<file path="config.mk">
export PLATFORM = sky130hd
export DESIGN_NAME = pocr_regs
export DESIGN_NICKNAME = d
export VERILOG_FILES = /design/src/hw/pocr_pkg.sv /design/src/hw/pocr_cfg_if.sv /design/src/hw/pocr_pin_drv.sv /design/src/hw/pocr_regs.sv
export SDC_FILE = /design/constraint.sdc
export NUM_CORES = 1
export LEC_CHECK = 0
export ABC_AREA = 1
export BUFFER_PORTS_ARGS = -buffer_cell sky130_fd_sc_hd__buf_2
export CAP_MARGIN = 10
export CORE_MARGIN = 2
export CORE_UTILIZATION = 53
export CTS_CLUSTER_SIZE = 40
export DETAILED_ROUTE_END_ITERATION = 16
export GPL_TIMING_DRIVEN = 0
export PLACE_DENSITY = 0.8
export SLEW_MARGIN = 20
export SYNTH_ARGS = -nofsm -noshare
export SYNTH_HDL_FRONTEND = slang
export SYNTH_HIERARCHICAL = 1
export SYNTH_SLANG_ARGS = --single-unit
</file>
<file path="constraint.sdc">
create_clock -name core_clk_in -period 1.8 [get_ports core_clk_in]
set_input_delay 0.36 -clock core_clk_in [delete_from_list [all_inputs] [get_ports core_clk_in]]
set_output_delay 0.36 -clock core_clk_in [all_outputs]
set_load 0.1 [all_outputs]
</file>
<file path="src/hw/pocr_pkg.sv">
// Shared constants for the PLL output configuration register bank
package pocr_pkg;
  // Register offsets on the control port
  localparam logic [7:0] POCR_AUX_SRC_OFS   = 8'h03;
  localparam logic [7:0] POCR_RATIO0_OFS    = 8'h06;
  localparam logic [7:0] POCR_RATIO3_OFS    = 8'h09;
  localparam logic [7:0] POCR_FUNC_CFG1_OFS = 8'h16;
  localparam logic [7:0] POCR_FUNC_CFG2_OFS = 8'h17;
  // Field positions
  localparam int POCR_AUX_SRC_LSB   = 1;
  localparam int POCR_LOCK_STYLE_B  = 6;
  localparam int POCR_REF_DIV_LSB   = 3;
  localparam int POCR_OWU_BIT       = 4;
  localparam int POCR_RATIO_FRAC_W  = 20;
  localparam int POCR_RATIO_INT_W   = 12;
  // Field encodings
  localparam logic [1:0] POCR_SRC_REF    = 2'h0;
  localparam logic [1:0] POCR_SRC_CLKOUT = 2'h2;
  localparam logic [1:0] POCR_SRC_LOCK   = 2'h3;
  localparam logic [1:0] POCR_DIV_BY4    = 2'h0;
  localparam logic [1:0] POCR_DIV_BY2    = 2'h1;
  localparam logic [1:0] POCR_DIV_BY1    = 2'h2;
  // Reset values
  localparam logic [1:0]  POCR_AUX_SRC_RST   = 2'h0;
  localparam logic        POCR_LOCK_STYLE_RST = 1'b0;
  localparam logic [1:0]  POCR_REF_DIV_RST   = 2'h0;
  localparam logic        POCR_OWU_RST       = 1'b0;
  localparam logic [31:0] POCR_RATIO_RST     = 32'h0000_0000;
endpackage

</file>
<file path="src/hw/pocr_cfg_if.sv">
// Configuration and status carried from the register bank to the pin driver
`timescale 1ns/10ps
interface pocr_cfg_if;
  logic [1:0] aux_source_select;
  logic       lock_pin_style;
  logic       output_while_unlocked;
  logic       unlocked;
  logic       pll_clk;
  logic       ref_tick;
  modport regs (output aux_source_select, output lock_pin_style,
                output output_while_unlocked, output unlocked,
                output pll_clk, output ref_tick);
  modport drv  (input aux_source_select, input lock_pin_style,
                input output_while_unlocked, input unlocked,
                input pll_clk, input ref_tick);
endinterface

</file>
<file path="src/hw/pocr_pin_drv.sv">
// Auxiliary pin and clock output driver
`timescale 1ns/10ps
module pocr_pin_drv
  import pocr_pkg::*;
(
  input  wire logic  core_clk_in,
  input  wire logic  rst_in,
  pocr_cfg_if.drv    cfg,
  output logic       clk_out_out,
  output logic       aux_pin_out,
  output logic       aux_pin_oe_out
);
  // Pin selection, style only matters in lock indicator mode
  wire lock_mode   = (cfg.aux_source_select == POCR_SRC_LOCK);
  wire clk_gate    = cfg.unlocked & ~cfg.output_while_unlocked;
  wire next_clk    = cfg.pll_clk & ~clk_gate;
  wire lock_level  = cfg.lock_pin_style ? 1'b0 : cfg.unlocked;
  wire lock_oe     = cfg.lock_pin_style ? cfg.unlocked : 1'b1;
  wire src_level   = (cfg.aux_source_select == POCR_SRC_REF)    ? cfg.ref_tick :
                     (cfg.aux_source_select == POCR_SRC_CLKOUT) ? next_clk : 1'b0;
  wire next_aux    = lock_mode ? lock_level : src_level;
  wire next_aux_oe = lock_mode ? lock_oe : 1'b1;

  // Outputs come from flip-flops so the pins never glitch on a select change
  always_ff @(posedge core_clk_in or posedge rst_in) begin
    if (rst_in) begin
      clk_out_out    <= 1'b0;
      aux_pin_out    <= 1'b0;
      aux_pin_oe_out <= 1'b0;
    end else begin
      clk_out_out    <= next_clk;
      aux_pin_out    <= next_aux;
      aux_pin_oe_out <= next_aux_oe;
    end
  end

  property p_push_pull;
    @(posedge core_clk_in) disable iff (rst_in)
    (lock_mode && !cfg.lock_pin_style) |=> (aux_pin_oe_out && aux_pin_out == $past(cfg.unlocked));
  endproperty
  a_push_pull: assert property (p_push_pull) else $error("push-pull lock pin wrong");

  property p_open_drain;
    @(posedge core_clk_in) disable iff (rst_in)
    (lock_mode && cfg.lock_pin_style) |=> (!aux_pin_out && aux_pin_oe_out == $past(cfg.unlocked));
  endproperty
  a_open_drain: assert property (p_open_drain) else $error("open-drain lock pin wrong");

  property p_style_ignored;
    @(posedge core_clk_in) disable iff (rst_in)
    (cfg.aux_source_select == POCR_SRC_CLKOUT) |=> (aux_pin_oe_out && aux_pin_out == clk_out_out);
  endproperty
  a_style_ignored: assert property (p_style_ignored) else $error("aux clock not passed");

  property p_lock_only;
    @(posedge core_clk_in) disable iff (rst_in)
    (!lock_mode) |=> aux_pin_oe_out;
  endproperty
  a_lock_only: assert property (p_lock_only) else $error("style applied outside lock mode");

  property p_hold_low;
    @(posedge core_clk_in) disable iff (rst_in)
    (cfg.unlocked && !cfg.output_while_unlocked) |=> !clk_out_out;
  endproperty
  a_hold_low: assert property (p_hold_low) else $error("clock not held low on unlock");

  property p_always_on;
    @(posedge core_clk_in) disable iff (rst_in)
    cfg.output_while_unlocked |=> (clk_out_out == $past(cfg.pll_clk));
  endproperty
  a_always_on: assert property (p_always_on) else $error("clock gated while enabled");
endmodule

</file>
<file path="src/hw/pocr_regs.sv">
// PLL output configuration register bank, top level
// Overview of operation
// - Lock pin style applies only when source 11
// - Clock source on aux pin ignores style
// - Style 0: push-pull, high when unlocked
// - Style 1: open drain, low when unlocked
// - Reference divider codes 00/01/10 divide 4/2/1
// - Output bit 0 holds clocks low unlocked
// - Output bit 1 keeps clocks always running
// - User ratio is unsigned 12.20 fixed point
// - Register 17h holds output control bit 4
// - Ratio is four bytes, MSB lowest address
`timescale 1ns/10ps
module pocr_regs
  import pocr_pkg::*;
(
  input  wire logic        core_clk_in,
  input  wire logic        rst_in,
  input  wire logic        reg_wr_in,
  input  wire logic        reg_rd_in,
  input  wire logic [7:0]  reg_addr_in,
  input  wire logic [7:0]  reg_wdata_in,
  output logic      [7:0]  reg_rdata_out,
  input  wire logic        pll_unlock_in,
  input  wire logic        pll_clk_in,
  output logic      [31:0] user_ratio_out,
  output logic             ref_div_tick_out,
  output logic             clk_out_out,
  output logic             aux_pin_out,
  output logic             aux_pin_oe_out
);
  pocr_cfg_if cfg_bus ();

  logic [1:0]  aux_source_select;
  logic        lock_pin_style;
  logic [1:0]  ref_input_divider;
  logic        output_while_unlocked;
  logic [7:0]  ratio_byte [4];
  logic        unlock_meta;
  logic        unlock_sync;
  logic [1:0]  div_cnt;

  // Terminal count of the reference divider; reserved code runs undivided
  function automatic logic [1:0] div_last(input logic [1:0] code);
    unique case (code)
      POCR_DIV_BY4: div_last = 2'h3;
      POCR_DIV_BY2: div_last = 2'h1;
      POCR_DIV_BY1: div_last = 2'h0;
      default:      div_last = 2'h0;
    endcase
  endfunction

  // Address decode
  wire wr_src   = reg_wr_in && (reg_addr_in == POCR_AUX_SRC_OFS);
  wire wr_cfg1  = reg_wr_in && (reg_addr_in == POCR_FUNC_CFG1_OFS);
  wire wr_cfg2  = reg_wr_in && (reg_addr_in == POCR_FUNC_CFG2_OFS);
  wire in_ratio = (reg_addr_in >= POCR_RATIO0_OFS) && (reg_addr_in <= POCR_RATIO3_OFS);
  wire [1:0] ratio_idx = reg_addr_in[1:0] - POCR_RATIO0_OFS[1:0];

  // Read mux; reserved positions and unmapped offsets read zero
  wire [7:0] rd_src  = {5'h00, aux_source_select, 1'b0};
  wire [7:0] rd_cfg1 = {1'b0, lock_pin_style, 1'b0, ref_input_divider, 3'h0};
  wire [7:0] rd_cfg2 = {3'h0, output_while_unlocked, 4'h0};
  wire [7:0] rd_mux  = (reg_addr_in == POCR_AUX_SRC_OFS)   ? rd_src  :
                       (reg_addr_in == POCR_FUNC_CFG1_OFS) ? rd_cfg1 :
                       (reg_addr_in == POCR_FUNC_CFG2_OFS) ? rd_cfg2 :
                       in_ratio ? ratio_byte[ratio_idx] : 8'h00;

  // Ratio bytes joined MSB first: 12 integer bits over 20 fraction bits
  assign user_ratio_out = {ratio_byte[0], ratio_byte[1], ratio_byte[2], ratio_byte[3]};

  // Configuration registers; only the defined fields are stored
  always_ff @(posedge core_clk_in or posedge rst_in) begin
    if (rst_in) begin
      aux_source_select     <= POCR_AUX_SRC_RST;
      lock_pin_style        <= POCR_LOCK_STYLE_RST;
      ref_input_divider     <= POCR_REF_DIV_RST;
      output_while_unlocked <= POCR_OWU_RST;
    end else begin
      if (wr_src)
        aux_source_select <= reg_wdata_in[POCR_AUX_SRC_LSB +: 2];
      if (wr_cfg1) begin
        lock_pin_style    <= reg_wdata_in[POCR_LOCK_STYLE_B];
        ref_input_divider <= reg_wdata_in[POCR_REF_DIV_LSB +: 2];
      end
      if (wr_cfg2)
        output_while_unlocked <= reg_wdata_in[POCR_OWU_BIT];
    end
  end

  // Ratio byte storage, one byte per offset
  always_ff @(posedge core_clk_in or posedge rst_in) begin
    if (rst_in) begin
      for (int i = 0; i < 4; i++) begin
        ratio_byte[i] <= POCR_RATIO_RST[8*(3-i) +: 8];
      end
    end else if (reg_wr_in && in_ratio) begin
      ratio_byte[ratio_idx] <= reg_wdata_in;
    end
  end

  // Read data is registered, valid the cycle after the read strobe
  always_ff @(posedge core_clk_in or posedge rst_in) begin
    if (rst_in)
      reg_rdata_out <= 8'h00;
    else if (reg_rd_in)
      reg_rdata_out <= rd_mux;
  end

  // Unlock flag comes from the analog loop, so it is synchronised first
  always_ff @(posedge core_clk_in or posedge rst_in) begin
    if (rst_in) begin
      unlock_meta <= 1'b1;
      unlock_sync <= 1'b1;
    end else begin
      unlock_meta <= pll_unlock_in;
      unlock_sync <= unlock_meta;
    end
  end

  // Reference divider producing a one-cycle enable
  wire div_wrap = (div_cnt >= div_last(ref_input_divider));
  always_ff @(posedge core_clk_in or posedge rst_in) begin
    if (rst_in) begin
      div_cnt          <= 2'h0;
      ref_div_tick_out <= 1'b0;
    end else begin
      div_cnt          <= div_wrap ? 2'h0 : div_cnt + 2'h1;
      ref_div_tick_out <= div_wrap;
    end
  end

  assign cfg_bus.aux_source_select     = aux_source_select;
  assign cfg_bus.lock_pin_style        = lock_pin_style;
  assign cfg_bus.output_while_unlocked = output_while_unlocked;
  assign cfg_bus.unlocked              = unlock_sync;
  assign cfg_bus.pll_clk               = pll_clk_in;
  assign cfg_bus.ref_tick              = ref_div_tick_out;

  pocr_pin_drv u_pin_drv (
    .core_clk_in    (core_clk_in),
    .rst_in         (rst_in),
    .cfg            (cfg_bus.drv),
    .clk_out_out    (clk_out_out),
    .aux_pin_out    (aux_pin_out),
    .aux_pin_oe_out (aux_pin_oe_out)
  );

  // A divider write inside the gap shortens it legally, so the window must be write free
  property p_div_by4;
    @(posedge core_clk_in) disable iff (rst_in)
    (ref_div_tick_out && ref_input_divider == POCR_DIV_BY4 && !wr_cfg1) ##1 (!wr_cfg1) [*2]
      |-> (!$past(ref_div_tick_out) && !ref_div_tick_out) ##1 !ref_div_tick_out
          ##1 ref_div_tick_out;
  endproperty
  a_div_by4: assert property (p_div_by4) else $error("divide by 4 spacing wrong");

  property p_div_by1;
    @(posedge core_clk_in) disable iff (rst_in)
    (ref_input_divider == POCR_DIV_BY1 && $past(ref_input_divider) == POCR_DIV_BY1)
      |=> ref_div_tick_out;
  endproperty
  a_div_by1: assert property (p_div_by1) else $error("divide by 1 missing tick");

  property p_div_by2;
    @(posedge core_clk_in) disable iff (rst_in)
    (ref_div_tick_out && ref_input_divider == POCR_DIV_BY2 && !wr_cfg1)
      |=> !ref_div_tick_out ##1 ref_div_tick_out;
  endproperty
  a_div_by2: assert property (p_div_by2) else $error("divide by 2 spacing wrong");

  property p_cfg2_read;
    @(posedge core_clk_in) disable iff (rst_in)
    (reg_rd_in && reg_addr_in == POCR_FUNC_CFG2_OFS)
      |=> (reg_rdata_out == {3'h0, $past(output_while_unlocked), 4'h0});
  endproperty
  a_cfg2_read: assert property (p_cfg2_read) else $error("offset 17h readback wrong");

  property p_reserved_zero;
    @(posedge core_clk_in) disable iff (rst_in)
    (wr_cfg2 ##[1:2] (reg_rd_in && reg_addr_in == POCR_FUNC_CFG2_OFS && !reg_wr_in))
      |=> (reg_rdata_out[7:5] == 3'h0 && reg_rdata_out[3:0] == 4'h0);
  endproperty
  a_reserved_zero: assert property (p_reserved_zero) else $error("reserved bits not zero");

  property p_ratio_msb;
    @(posedge core_clk_in) disable iff (rst_in)
    (reg_wr_in && reg_addr_in == POCR_RATIO0_OFS)
      |=> (user_ratio_out[31:24] == $past(reg_wdata_in));
  endproperty
  a_ratio_msb: assert property (p_ratio_msb) else $error("ratio MSB not at lowest offset");

  property p_ratio_lsb;
    @(posedge core_clk_in) disable iff (rst_in)
    (reg_wr_in && reg_addr_in == POCR_RATIO3_OFS)
      |=> (user_ratio_out[POCR_RATIO_FRAC_W-13:0] == $past(reg_wdata_in));
  endproperty
  a_ratio_lsb: assert property (p_ratio_lsb) else $error("ratio LSB byte wrong");

  property p_ratio_byte1;
    @(posedge core_clk_in) disable iff (rst_in)
    (reg_wr_in && reg_addr_in == POCR_RATIO0_OFS + 8'h01)
      |=> (user_ratio_out[23:16] == $past(reg_wdata_in));
  endproperty
  a_ratio_byte1: assert property (p_ratio_byte1) else $error("ratio second byte wrong");

  property p_owu_set;
    @(posedge core_clk_in) disable iff (rst_in)
    (wr_cfg2 && reg_wdata_in[POCR_OWU_BIT]) |=> output_while_unlocked;
  endproperty
  a_owu_set: assert property (p_owu_set) else $error("output control bit not set");

  property p_owu_clear;
    @(posedge core_clk_in) disable iff (rst_in)
    (wr_cfg2 && !reg_wdata_in[POCR_OWU_BIT]) |=> !output_while_unlocked;
  endproperty
  a_owu_clear: assert property (p_owu_clear) else $error("output control bit not cleared");

  // Offsets outside the map must never leak a stale byte onto the read port
  property p_unmapped_zero;
    @(posedge core_clk_in) disable iff (rst_in)
    (reg_rd_in && !in_ratio && reg_addr_in != POCR_AUX_SRC_OFS &&
     reg_addr_in != POCR_FUNC_CFG1_OFS && reg_addr_in != POCR_FUNC_CFG2_OFS)
      |=> (reg_rdata_out == 8'h00);
  endproperty
  a_unmapped_zero: assert property (p_unmapped_zero) else $error("unmapped offset not zero");
endmodule

</file>
Yosys cells after proc, flatten, opt, wreduce, memory -nomap -nowiden. Cells that the tools add are included.

Latch bits: 0. Output and inout bits: 44. Memory bits (writable): 0. Memories: 0. Bits in registers: 54. Word-level logic and storage cells: 60. Bits in read-only memories: 0. Input port bits: 22.

Bitwise operators: 5. $lt $le $gt $ge: 5. Shift-type cells: 0. Div/mod/pow operators: 0. Multiplexer cells: 18. $mul: 0. Reductions and logical operators: 8. Equality and inequality tests: 6. Add/sub/neg operators: 2.

Operators by type and width (number): $mux W8 (7); $bwmux W32 (1); $bmux W8 S2 (1); $demux W8 S2 (1); $eq A8 B5 Y1 const B (2); $eq A8 B2 Y1 const B (1); $ge A8 B3 Y1 const B (1); $le A8 B4 Y1 const B (1); $logic_and A1 B1 Y1 (6); $mux W1 (6); $eq A2 B2 Y1 const B (2); $logic_not A2 Y1 (2); $pmux W2 S2 (1); $ge A3 B3 Y1 const B (1); $lt A3 B1 Y1 const B (1); $not A2 Y3 (1); $add A2 B1 Y2 const B (1); $and A1 B1 Y1 (2); $eq A2 B1 Y1 const B (1); $ge A2 B2 Y1 (1); $mux W2 (1); $not A1 Y1 (2); $sub A2 B2 Y2 const B (1).

Longest topological paths before layout. Gate-level depths: netlist of the first run.

Word-level depth: 9. Gate-level depth with buffers: 9. Mapped depth without buffers: 9.

Cells and area by module. Netlist of the first run, hierarchy kept.

Modules (own cells, without submodules): pocr_regs (times used 1, seq. area each 1278.7 um^2, area each 2482.4 um^2, cells each 277); pocr_pin_drv (times used 1, seq. area each 75.1 um^2, area each 142.6 um^2, cells each 19).

Least setup slack after synthesis of the first run. OpenSTA, ideal clock, no wires.

Path type: register to register. Start point: register ratio_byte, in the netlist user_ratio_out[4]. End point: register reg_rdata_out[4]. Data required time: 1.732 ns. Setup slack: 0.347 ns. Clock period less this slack: 1.453 ns. Stages on the path, launching flop included: 9. Arrival time: 1.385 ns. Path buffers: 0. Path through: dfrtp_1 > nand2_1 > nand2_1 > nand2_1 > nand3_1 > nand2_1 > nand2_1 > nand2_1 > nand2_1.

Longest elaborated chain between the ends: 7.

RTL lines: start, declared (RTL line pocr_regs.sv:38) `logic [7:0] ratio_byte [4];`; start signal, assigned by index (RTL line pocr_regs.sv:95) `ratio_byte[i] <= POCR_RATIO_RST[8*(3-i) +: 8];`; start signal, assigned by index (RTL line pocr_regs.sv:98) `ratio_byte[ratio_idx] <= reg_wdata_in;`; $bmux W8 S2 (RTL line pocr_regs.sv:67) `in_ratio ? ratio_byte[ratio_idx] : 8'h00;`; $mux W8 (not written as such) (2 in series) (RTL line pocr_regs.sv:67); $mux W8 (RTL line pocr_regs.sv:67); $mux W8 (RTL line pocr_regs.sv:66) `(reg_addr_in == POCR_FUNC_CFG2_OFS) ? rd_cfg2 :`; $mux W8 (RTL line pocr_regs.sv:65) `(reg_addr_in == POCR_FUNC_CFG1_OFS) ? rd_cfg1 :`; $mux W8 (RTL line pocr_regs.sv:64) `wire [7:0] rd_mux = (reg_addr_in == POCR_AUX_SRC_OFS) ? rd_src :`; end signal, assigned (RTL line pocr_regs.sv:107) `reg_rdata_out <= rd_mux;`; end, declared (RTL line pocr_regs.sv:23) `output logic [7:0] reg_rdata_out,`.

No other way between the ends. The select of a mux whose other input is x is not followed. A chain may end at the register's enable or synchronous reset.

Final worst setup path of the first run.
Start point: register ratio_byte, in the netlist user_ratio_out[11]. End point: output user_ratio_out[11].

RTL lines: end, declared (RTL line pocr_regs.sv:26) `output logic [31:0] user_ratio_out,`.

No word-level cell between the ends.

==> metrics.md, run 1 <==
| Metric | Value |
|---|---|
| Post-route setup slack | ~0.28 ns |
| CTS clk-pin slew, worst paths | 0.10 ns |
| Number of global-route vias before repair | 2183 |
| Leakage | between 0.0015 and 0.002 uW |
| Post-synthesis instance total | about 300 |
| Crit. Startpoint | user_ratio_out[11] |
| Placed cells | 429 |
| ANT cells | 0 |
| Avg Synthesized Cell Area | 8.87 sq um |
| Syn nets | 320 |
| Ys Warns | 6 |
| CTS tree | done |
| PD cells | between 900 and 1000 nW/um^2 |
| Core Area | ~4800 sq um |
| Gpl congestion | 0.784 |
| WHS Path Cells | 1 |
| Post-synth EDFFs | 0 |
| Mapped cell area | ~2600 sq um |
| Area Growth Syn to Fin | 20.8% |
| Clock root cell | clkbuf_8 |
| Placed cell area | between 3000 and 4000 sq um |
| CTS H-tree lvls | 2 |
| Total wire length | 6050 um |
| Port bufs | 65 |
| Worst reg2reg startpoint | ref_input_divider[1] |
| Hpwl dp | ~4500 um |
| Final #Nets | 394 |
| Crit path cell chain | buf_2 |
| Worst-Margin Slew | ~0.76 ns |
| CP Data Arrival Time | between 1 and 1.5 ns |
| Int Pwr | 1830 uW |
| Overall power | between 3000 and 4000 uW |
| Clock skew | 0.00984 ns |
| Cell taking the most area after synthesis | dfrtp_1 |
| Sink Count | 54 |
| Worst Reg-to-Reg Cells | 5 |
| Area contributors post-synth | dfrtp_1 50%, nand2_1 15%, o21ai_2 8.0% |
| Nature of the critical path startpoint | flip-flop |
| Worst skew pair latency | roughly 0.31 ns |
| Part of the cycle the worst path needs | 0.846 |
| RSZ-0062 raised after global routing | no |
| Final Setup Violations | 0 |
| Synth top area share | 0.496 |
| Max cap viols | 0 |
| Kind of end point of the critical path | output pin |
| Rel. slew slack | 0.491 |
| Iteration-0 DRC Markers | 86 |
| Fin area | approximately 3200 sq um |
| Async set-reset flop share out of synthesis | 1.00 |
| Top-Level Pins | 66 |
| CTS max path bufs | 2 |
| Outcome | finished clean |
| Die Width | 74.4 um |
| Share of post-route cells with drive strength above 1 | 0.334 |
| Worst-path fanout max | 3 |
| Fmax | ~660 MHz |
| Place WS | -0.00725 ns |
| Final Hold Viols | 0 |
| CP delay by family, top | buffers and inverters |
| Fin. max-slew vios | 0 |
| Antenna Nets Post-Route | 0 |
| Die H | 74.4 um |
| Buffers & Inverters on Critical Path | 1 |
| Setup repair bufs after CTS | 0 |
| Largest net degree at the start of global routing | 32 |
| Detailed-route via count | about 2200 |
| Power share of the clock group | 0.227 |
| Combinational share of power | 0.325 |
| Non-filler cells, final | around 440 |
| GR Util All Layers | 0.240 |
| Yosys reg bits | between 50 and 60 |
| Row cnt | 25 |
| R2R setup slack | between 0.4 and 0.5 ns |
| Sw Pwr | roughly 1300 uW |
| CTS-repair resized insts | 0 |
| Vias/cell | approximately 5 |
| Max rail drop VDD | slightly above 0.7 mV |
| Sequential share of power | 0.449 |
| Slowest stage delay, CP | 0.45 ns |
| Worst path depth | 1 |
| Synth cell types | 23 |
| Fillers | between 400 and 500 |
| First drt pass iteration count | 4 |
| Initial Util | 0.552 |
| Hold path startpoint | pll_unlock_in |
| CTS Buf Count | 5 |
| Register area share after synthesis | 0.516 |
| Top_reg_cell synth | dfrtp_1 |
| Total gr overflow | 0 |
| Cts hold-fix bufs | 1 |
| Critical path class | reg2out |
| Fin crit period | 1.52 ns |
| CP max-delay cell | buf_2 |
| Hold crit path type | in2reg |
| Drt drc | 0 |
| First-pass GRT wire length | between 9000 and 10000 um |
| Wire length per cell | 13.8 um |
| Req. time, crit path | 1.44 ns |
| Antenna violations before repair | 0 |
| Die area | around 5500 sq um |
| Sw frac | 0.416 |
==> final timing paths <==
path	endpoint
setup / recovery	user_ratio_out[11]
hold / removal	unlock_meta
setup reg to reg	div_cnt[1]
hold reg to reg	cfg_bus.unlocked
max in group asynchronous	user_ratio_out[15]
min in group asynchronous	u_pin_drv/aux_pin_oe_out
==> kinds of logic (layout without fill, tap and decap cells) <==
kind of cell,after synthesis,count (layout),synth area share
xor+xnor,1,1,0.00334
buf+inv,36,111,0.0629
simple gates,152,152,0.272
flops,54,54,0.516
fa+ha+maj,2,2,0.00953
compound gates,51,51,0.136
==> cell usage after synthesis (all sizes together), types with 2 or more instances <==
master	instances
nand2	115
a22oi	4
ha	2
dfstp	2
o21ai	41
nor2	19
nand4	3
nand3	14
inv	31
buf	4
a21oi	5
dfrtp	52
==> placed cells by master (no fill, tap or decap), types with 5 or more instances in the layout <==
master / synthesis / layout
a21oi_1: 5 / 5
buf_2: 0 / 65
clkbuf_8: 0 / 6
dfrtp_1: 52 / 52
inv_1: 28 / 27
nand2_1: 107 / 107
nand2_2: 7 / 7
nand3_1: 8 / 8
nand3_4: 6 / 6
nor2_1: 18 / 18
o21ai_0: 7 / 7
o21ai_1: 10 / 10
o21ai_2: 24 / 24
==> stage by stage <==
step	util	TNS [ns]	hold slack (ns)
after global placement	0.638	-22.23	0.233
final	0.667	0	0.156
after global routing	0.667	0	0.144
after detailed placement	0.644	-0.0119	0.247
after floorplan	-	0	0.114
after CTS	0.667	0	0.156
==> layout make-up <==
type / instances / area [sq um] / share of cell area
inverter: 32 / 120 / 0.0379
buffer: 4 / 45.0 / 0.0142
clock inverter: 2 / 17.5 / 0.00552
multi-input combinational: 206 / 1110 / 0.349
timing repair buffer: 67 / 363 / 0.114
sequential: 54 / 1350 / 0.427
tap: 67 / 83.8 / 0.0264
clock buffer: 6 / 82.6 / 0.0260
==> power groups by stage <==
stage	Sequential (uW)	Combinational, uW	Clock, uW
6_report	1410	1020	710
5_1_grt	1420	1080	784
4_1_cts	1410	1030	720
3_5_place_dp	1430	1020	0
3_3_place_gp	1430	991	0
2_1_floorplan	2000	250	0
==> sequential cells by signal, summed over array words and instances, names as in the netlist <==
name / count
aux_source_select: 2
cfg_bus.lock_pin_style: 1
cfg_bus.output_while_unlocked: 1
cfg_bus.unlocked: 1
div_cnt: 2
ref_div_tick_out: 1
ref_input_divider: 2
reg_rdata_out: 8
u_pin_drv/aux_pin_oe_out: 1
u_pin_drv/aux_pin_out: 1
u_pin_drv/clk_out_out: 1
unlock_meta: 1
user_ratio_out: 32
==> layer usage <==
layer,vias to the layer above,global-route usage,part of all wire
met5,-,0,0
met4,0,0.0853,0.016
met3,11,0.0461,0.063
met2,68,0.407,0.51
met1,1064,0.308,0.41
li1,1095,-,-
No activity file was read; power rests on OpenSTA's default activity.
==> run 2: changes to the inputs <==
==> constraint.sdc (replaced) <==
create_clock -name core_clk_in -period 1.5 [get_ports core_clk_in]
set_input_delay 0.3 -clock core_clk_in [delete_from_list [all_inputs] [get_ports core_clk_in]]
set_output_delay 0.3 -clock core_clk_in [all_outputs]
set_load 0.1 [all_outputs]
==> metrics.md, run 2 (same netlist as run 1, synthesis figures left out) <==
| Metric | Value |
|---|---|
| Worst-Margin Slew | 0.760 ns (about the same) |
| Max cap viols | 0 (unchanged) |
| Commonest non-fill, non-tap cell in the layout | nand2_1 (unchanged) |
| First drt pass iteration count | 4 (unchanged) |
| Outcome | finished clean (unchanged) |
| Hpwl dp | 4360 um (was 4550 um) |
| Critical path class | reg2out (unchanged) |
| Worst-path fanout max | 3 (unchanged) |
| Fin crit period | between 1 and 1.5 ns |
| Row cnt | 25 (unchanged) |
| Part of the cycle the worst path needs | 0.977 |
| Commonest non-fill, non-tap cells in the layout | 107 x nand2_1, 62 x buf_2, 52 x dfrtp_1 (was 107 x nand2_1, 65 x buf_2, 52 x dfrtp_1) |
| Core Area | 4750 sq um (unchanged) |
| First-pass GRT wire length | 9760 um (was 9920 um) |
| Clock root cell | clkbuf_8 (unchanged) |
| CP max-delay cell | buf_2 (unchanged) |
| Die Width | 74.4 um (unchanged) |
| Overall power | 3770 uW (was 3140 uW) |
| Wire length per cell | 13.8 um (about the same) |
| Largest net degree at the start of global routing | 52 (was 32) |
| Worst path depth | 1 (unchanged) |
| Iteration-0 DRC Markers | 127 (was 86) |
| CTS tree | done (unchanged) |
| Top-Level Pins | 66 (unchanged) |
| R2R setup slack | 0.21 ns (was 0.47 ns) |
| Clock skew | 0.00823 ns (was 0.00984 ns) |
| Vias/cell | 5.05 (was 5.11) |
| Initial Util | 0.552 (unchanged) |
| Die area | 5530 sq um (unchanged) |
| Final Setup Violations | 0 (unchanged) |
| Nature of the critical path startpoint | flip-flop (unchanged) |
| PD cells | 1190 nW/um^2 (was 989 nW/um^2) |
| Crit path cell chain | buf_2 (unchanged) |
| Hold crit path type | in2reg (unchanged) |
| Die H | 74.4 um (unchanged) |
| Gpl congestion | 0.788 (was 0.784) |
| Worst Reg-to-Reg Cells | 5 (unchanged) |
| Total gr overflow | 0 (unchanged) |
| Detailed-route via count | 2211 (was 2238) |
| Max FFs per register | 32 (unchanged) |
| CTS Buf Count | 5 (unchanged) |
| ANT cells | 0 (unchanged) |
| Post-route setup slack | 0.0348 ns (was 0.277 ns) |
| Max rail drop VDD | 0.976 mV (was 0.709 mV) |
| Place WS | -0.232 ns (was -0.00725 ns) |
| Drt drc | 0 (unchanged) |
| Antenna violations before repair | 0 (unchanged) |
| Sink Count | 54 (unchanged) |
| Fmax | 683 MHz |
| Fin. max-slew vios | 0 (unchanged) |
| Antenna Nets Post-Route | 0 (unchanged) |
| RSZ-0062 raised after global routing | no (unchanged) |
| Final core utilization | 0.668 (was 0.667) |
| Leakage | 0.00172 uW (was 0.00173 uW) |
| Buffers & Inverters on Critical Path | 1 (unchanged) |
| Final #Nets | 394 (unchanged) |
| Req. time, crit path | 1.20 ns (was 1.44 ns) |
| CTS max path bufs | 2 (unchanged) |
| WHS Path Cells | 1 (unchanged) |
| Total wire length | 6060 um (was 6050 um) |
| Slowest stage delay, CP | 0.45 ns (about the same) |
| CTS clk-pin slew, worst paths | 0.10 ns (about the same) |
| Number of global-route vias before repair | 2116 (was 2183) |
| Area Growth Syn to Fin | 20.9% (was 20.8%) |
| CP Data Arrival Time | 1.17 ns (was 1.16 ns) |
| GR Util All Layers | 0.237 (was 0.240) |
| Final Hold Viols | 0 (unchanged) |
| Kind of end point of the critical path | output pin (unchanged) |
| Port bufs | 65 (unchanged) |
| Worst skew pair latency | 0.31 ns (about the same) |
| CP delay by family, top | buffers and inverters (unchanged) |
| Rel. slew slack | 0.491 (about the same) |
| CTS H-tree lvls | 2 (unchanged) |
| Final setup TNS | 0 ns (unchanged) |
| Share of post-route cells with drive strength above 1 | 0.334 (unchanged) |
| Setup repair bufs after CTS | 0 (unchanged) |
-- run 2: cell types whose count changed in the layout (fill, tap and decap cells not counted) --
cell	previous run	this run
inv_2	4	3
clkbuf_4	0	3
buf_2	65	62
buf_16	1	0
buf_12	0	1
clkinv_4	2	0
inv_6	0	1
clkinvlp_4	0	2
-- run 2: routing by layer --
metal  global-route usage  vias up  wire length (um)
li1                     -     1086                 -
met1                0.307     1038              2580
met2                0.406       80              3050
met3               0.0461        7               392
met4               0.0675        0                34
met5                    0        -                 0
-- run 2: final timing paths --
check | to | start
min in group asynchronous | u_pin_drv/aux_pin_oe_out | rst_in
min reg2reg | cfg_bus.unlocked | unlock_meta
min | unlock_meta | pll_unlock_in
max in group asynchronous | unlock_meta | rst_in
max reg2reg | div_cnt[0] | ref_input_divider[1]
max | user_ratio_out[20] | user_ratio_out[20]
-- run 2: what timing repair did --
action,4_1_cts,5_1_grt
hold buffers,1,0
resized for setup,0,3
endpoints found under the hold margin,3,0
setup endpoints to repair,0,3
-- run 2: area by class of cell --
type | count | area (sq um)
buffer | 4 | 45.0
clock buffer | 6 | 82.6
clock inverter | 2 | 16.3
fill | 426 | 1580
inverter | 32 | 124
multi-input combinational | 206 | 1110
sequential | 54 | 1350
tap | 67 | 83.8
timing repair buffer | 67 | 363
-- run 2: where the power goes --
group	switching, uW	internal, uW	leakage [uW]
combinational	987	227	0.000947
sequential	102	1590	0.000721
clock	488	381	0.0000478
total	1580	2200	0.00172
-- run 2: metrics by stage --
step | hold WS (ns) | cells | instance area (sq um)
after floorplan | 0.0536 | 296 | 2630
after global placement | 0.192 | 428 | 3040
after detailed placement | 0.201 | 428 | 3040
after CTS | 0.0750 | 437 | 3150
after global routing | 0.0721 | 438 | 3170
final | 0.0822 | 438 | 3170
==> run 3: changes to the inputs <==
--- a/config.mk
+++ b/config.mk
@@ -14,8 +14,8 @@
 export DETAILED_ROUTE_END_ITERATION = 16
 export GPL_TIMING_DRIVEN = 0
 export PLACE_DENSITY = 0.8
+export REMOVE_ABC_BUFFERS = 1
 export SLEW_MARGIN = 20
 export SYNTH_ARGS = -nofsm -noshare
 export SYNTH_HDL_FRONTEND = slang
-export SYNTH_HIERARCHICAL = 1
 export SYNTH_SLANG_ARGS = --single-unit
==> metrics.md, run 3 <==
| Metric | Value |
|---|---|
| Outcome | finished clean (unchanged) |
| Hpwl dp | 4400 um (was 4360 um) |
| Nature of the critical path startpoint | flip-flop (unchanged) |
| Power share of the clock group | 0.224 (was 0.230) |
| Synth top area share | 0.502 (was 0.496) |
| Antenna Nets Post-Route | 0 (unchanged) |
| Top_reg_cell synth | dfrtp_1 (unchanged) |
| Crit. Startpoint | user_ratio_out[10] (was user_ratio_out[20]) |
| CP delay by family, top | buffers and inverters (unchanged) |
| Fin. max-slew vios | 0 (unchanged) |
| Slowest stage delay, CP | 0.44 ns (was 0.45 ns) |
| Cell taking the most area after synthesis | dfrtp_1 (unchanged) |
| GRT Max-Usage Layer | met2 (unchanged) |
| Sw frac | 0.425 (was 0.418) |
| Yosys reg bits | 54 (unchanged) |
| Post-synth EDFFs | 0 (unchanged) |
| Avg Synthesized Cell Area | 8.39 sq um (was 8.87 sq um) |
| CTS Buf Count | 5 (unchanged) |
| Sink Count | 54 (unchanged) |
| Top-Level Pins | 66 (unchanged) |
| Share of post-route cells with drive strength above 1 | 0.261 (was 0.334) |
| Met1 Use GR | 0.328 (was 0.307) |
| Commonest non-fill, non-tap cells in the layout | 118 x nand2_1, 64 x buf_2, 52 x dfrtp_1 (was 107 x nand2_1, 62 x buf_2, 52 x dfrtp_1) |
| Synth cell types | 26 (was 23) |
| Area contributors post-synth | dfrtp_1 50%, nand2_1 17%, o21ai_1 4.4% (was dfrtp_1 50%, nand2_1 15%, o21ai_2 8.0%) |
| Critical path class | reg2out (unchanged) |
| Max FFs per register | 32 (unchanged) |
| Combinational share of power | 0.324 (was 0.322) |
| Post-synth top cells | 118 x nand2_1, 52 x dfrtp_1, 23 x inv_1, 23 x nor2_1, 23 x o21ai_1 (was 107 x nand2_1, 52 x dfrtp_1, 28 x inv_1, 24 x o21ai_2, 18 x nor2_1) |
| Routing usage on met2 | 0.392 (was 0.406) |
| Int Pwr | 2150 uW (was 2200 uW) |
| Final #Nets | 398 (was 394) |
| Worst-path fanout max | 3 (unchanged) |
| Register area share after synthesis | 0.522 (was 0.516) |
| Fin area | 3060 sq um (was 3170 sq um) |
| Placed cell area | 2960 sq um (was 3040 sq um) |
| Wire length per cell | 13.5 um (was 13.8 um) |
| Mapped cell area | 2590 sq um (was 2630 sq um) |
| Commonest non-fill, non-tap cell in the layout | nand2_1 (unchanged) |
| Fin crit period | 1.47 ns (about the same) |
| Port bufs | 65 (unchanged) |
| Fmax | 682 MHz (was 683 MHz) |
| Worst skew pair latency | 0.31 ns (about the same) |
| CP max-delay cell | buf_2 (unchanged) |
| CTS H-tree lvls | 2 (unchanged) |
| Area Growth Syn to Fin | 17.9% (was 20.9%) |
| Final Setup Violations | 0 (unchanged) |
| Total gr overflow | 0 (unchanged) |
| First drt pass iteration count | 4 (unchanged) |
| Antenna violations before repair | 0 (unchanged) |
| Die Width | 73.9 um (was 74.4 um) |
| Kind of end point of the critical path | output pin (unchanged) |
| Clock root cell | clkbuf_8 (unchanged) |
| CP Data Arrival Time | 1.17 ns (about the same) |
| Number of global-route vias before repair | 2148 (was 2116) |
| Detailed-route via count | 2282 (was 2211) |
| Part of the cycle the worst path needs | 0.978 (was 0.977) |
| Buffers & Inverters on Critical Path | 1 (unchanged) |
| GRT met3 Usage | 0.0393 (was 0.0461) |
| CTS tree | done (unchanged) |
| First-pass GRT wire length | 10100 um (was 9760 um) |
| Max rail drop VDD | 0.634 mV (was 0.976 mV) |
| CTS clk-pin slew, worst paths | 0.10 ns (about the same) |
| Drt drc | 0 (unchanged) |
| Non-filler cells, final | 442 (was 438) |
| Place WS | -0.197 ns (was -0.232 ns) |
| RSZ-0062 raised after global routing | no (unchanged) |
| Placed cells | 434 (was 428) |
| Final Hold Viols | 0 (unchanged) |
| Async set-reset flop share out of synthesis | 1.00 (unchanged) |
| Iteration-0 DRC Markers | 146 (was 127) |
| Worst hold slack | 0.0277 ns (was 0.0822 ns) |
| Vias/cell | 5.16 (was 5.05) |
| GR Util All Layers | 0.245 (was 0.237) |
| Hold crit path type | in2async (was in2reg) |
| Worst-Margin Slew | 0.575 ns (was 0.760 ns) |
| Total wire length | 5970 um (was 6060 um) |
| Crit path cell chain | buf_2 (unchanged) |
| Sw Pwr | 1590 uW (was 1580 uW) |
| PD cells | 1220 nW/um^2 (was 1190 nW/um^2) |
| Initial Util | 0.549 (was 0.552) |
| Ys Warns | 0 (was 6) |
| Worst reg2reg startpoint | ref_input_divider[0] (was ref_input_divider[1]) |
| Gpl congestion | 0.825 (was 0.788) |
| Max cap viols | 0 (unchanged) |
| Req. time, crit path | 1.20 ns (about the same) |
| Leakage | 0.00167 uW (was 0.00172 uW) |
| Rel. slew slack | 0.616 (was 0.491) |
| Post-synthesis instance total | 309 (was 296) |
| Post-route setup slack | 0.0327 ns (was 0.0348 ns) |
| Largest net degree at the start of global routing | 29 (was 52) |
| Row cnt | 25 (unchanged) |
| Die H | 73.9 um (was 74.4 um) |
| Die area | 5470 sq um (was 5530 sq um) |
| Sequential share of power | 0.452 (was 0.448) |
| Clock skew | 0.00597 ns (was 0.00823 ns) |
| Core Area | 4720 sq um (was 4750 sq um) |
| Dominant cell by count in the synthesized netlist | nand2_1 (unchanged) |
| ANT cells | 0 (unchanged) |
| Final core utilization | 0.647 (was 0.668) |
| CTS max path bufs | 2 (unchanged) |
==> run 3: cell types whose count changed after synthesis, sizes merged, moves of 2 or more <==
cell and change:
nand3 +10, inv -5, buf +2, nand2 +5, clkbuf +2, nor2 +5, a22oi -4, a21oi -4
==> run 3: final cells by class <==
class,count,area (sq um)
fillers,407,1670
flip-flops and latches,54,1350
multi-input cells,221,1080
repair buffers,66,348
inverters,26,97.6
well taps,67,83.8
clock buffers,5,68.8
clock inverters,3,25.0
==> run 3: cell families (layout without fill, tap and decap cells) <==
family | count (synthesis) | in the layout | synth area share
simple gates | 173 | 173 | 0.300
flops | 54 | 54 | 0.522
compound gates | 45 | 45 | 0.103
buf+inv | 34 | 100 | 0.0618
fa+ha+maj | 2 | 2 | 0.00965
xor+xnor | 1 | 1 | 0.00338
==> run 3: power groups by stage <==
stage	Sequential (uW)	Clock, uW	Combinational, uW
after floorplan	2400	0	285
after global placement	1710	0	1190
after detailed placement	1710	0	1220
after CTS	1690	860	1220
after global routing	1710	902	1300
final	1690	836	1210
==> run 3: through the flow <==
| step | TNS (ns) | power, uW |
|---|---|---|
| 6_report | 0 | 3730 |
| 3_3_place_gp | -43.13 | 2900 |
| 2_1_floorplan | -5.79 | 2680 |
| 3_5_place_dp | -4.97 | 2930 |
| 4_1_cts | 0 | 3760 |
| 5_1_grt | 0 | 3910 |
==> run 3: layer usage <==
layer / up-vias / wire [um]
li1: 1121 / -
met1: 1081 / 2500
met2: 69 / 3000
met3: 11 / 331
met4: 0 / 127
met5: - / 0
==> run 3: timing repair <==
| action | 4_1_cts | 5_1_grt |
|---|---|---|
| buffers inserted | 0 | 0 |
| setup endpoints to repair | 0 | 3 |
| hold buffers | 0 | 0 |
| resized for setup | 0 | 1 |
==> run 3: path summary, 6_finish.rpt <==
check                      slack (ns)  cells after the start                  to
max                              0.03                      1  user_ratio_out[10]
min                              0.03                      2  user_ratio_out[16]
max reg2reg                      0.19                      5          div_cnt[1]
min reg2reg                      0.37                      0    cfg_bus.unlocked
max in group asynchronous        0.85                      3         unlock_meta
min in group core_clk_in         0.08                      1         unlock_meta
==> run 3: worst reg2reg max path, stage by stage (launching register included) <==
cell and delay [ns]:
dfrtp_1 0.41, or2_2 0.30, ha_1 0.27, o21ai_0 0.07
nand2_1 0.10, nor2_1 0.09
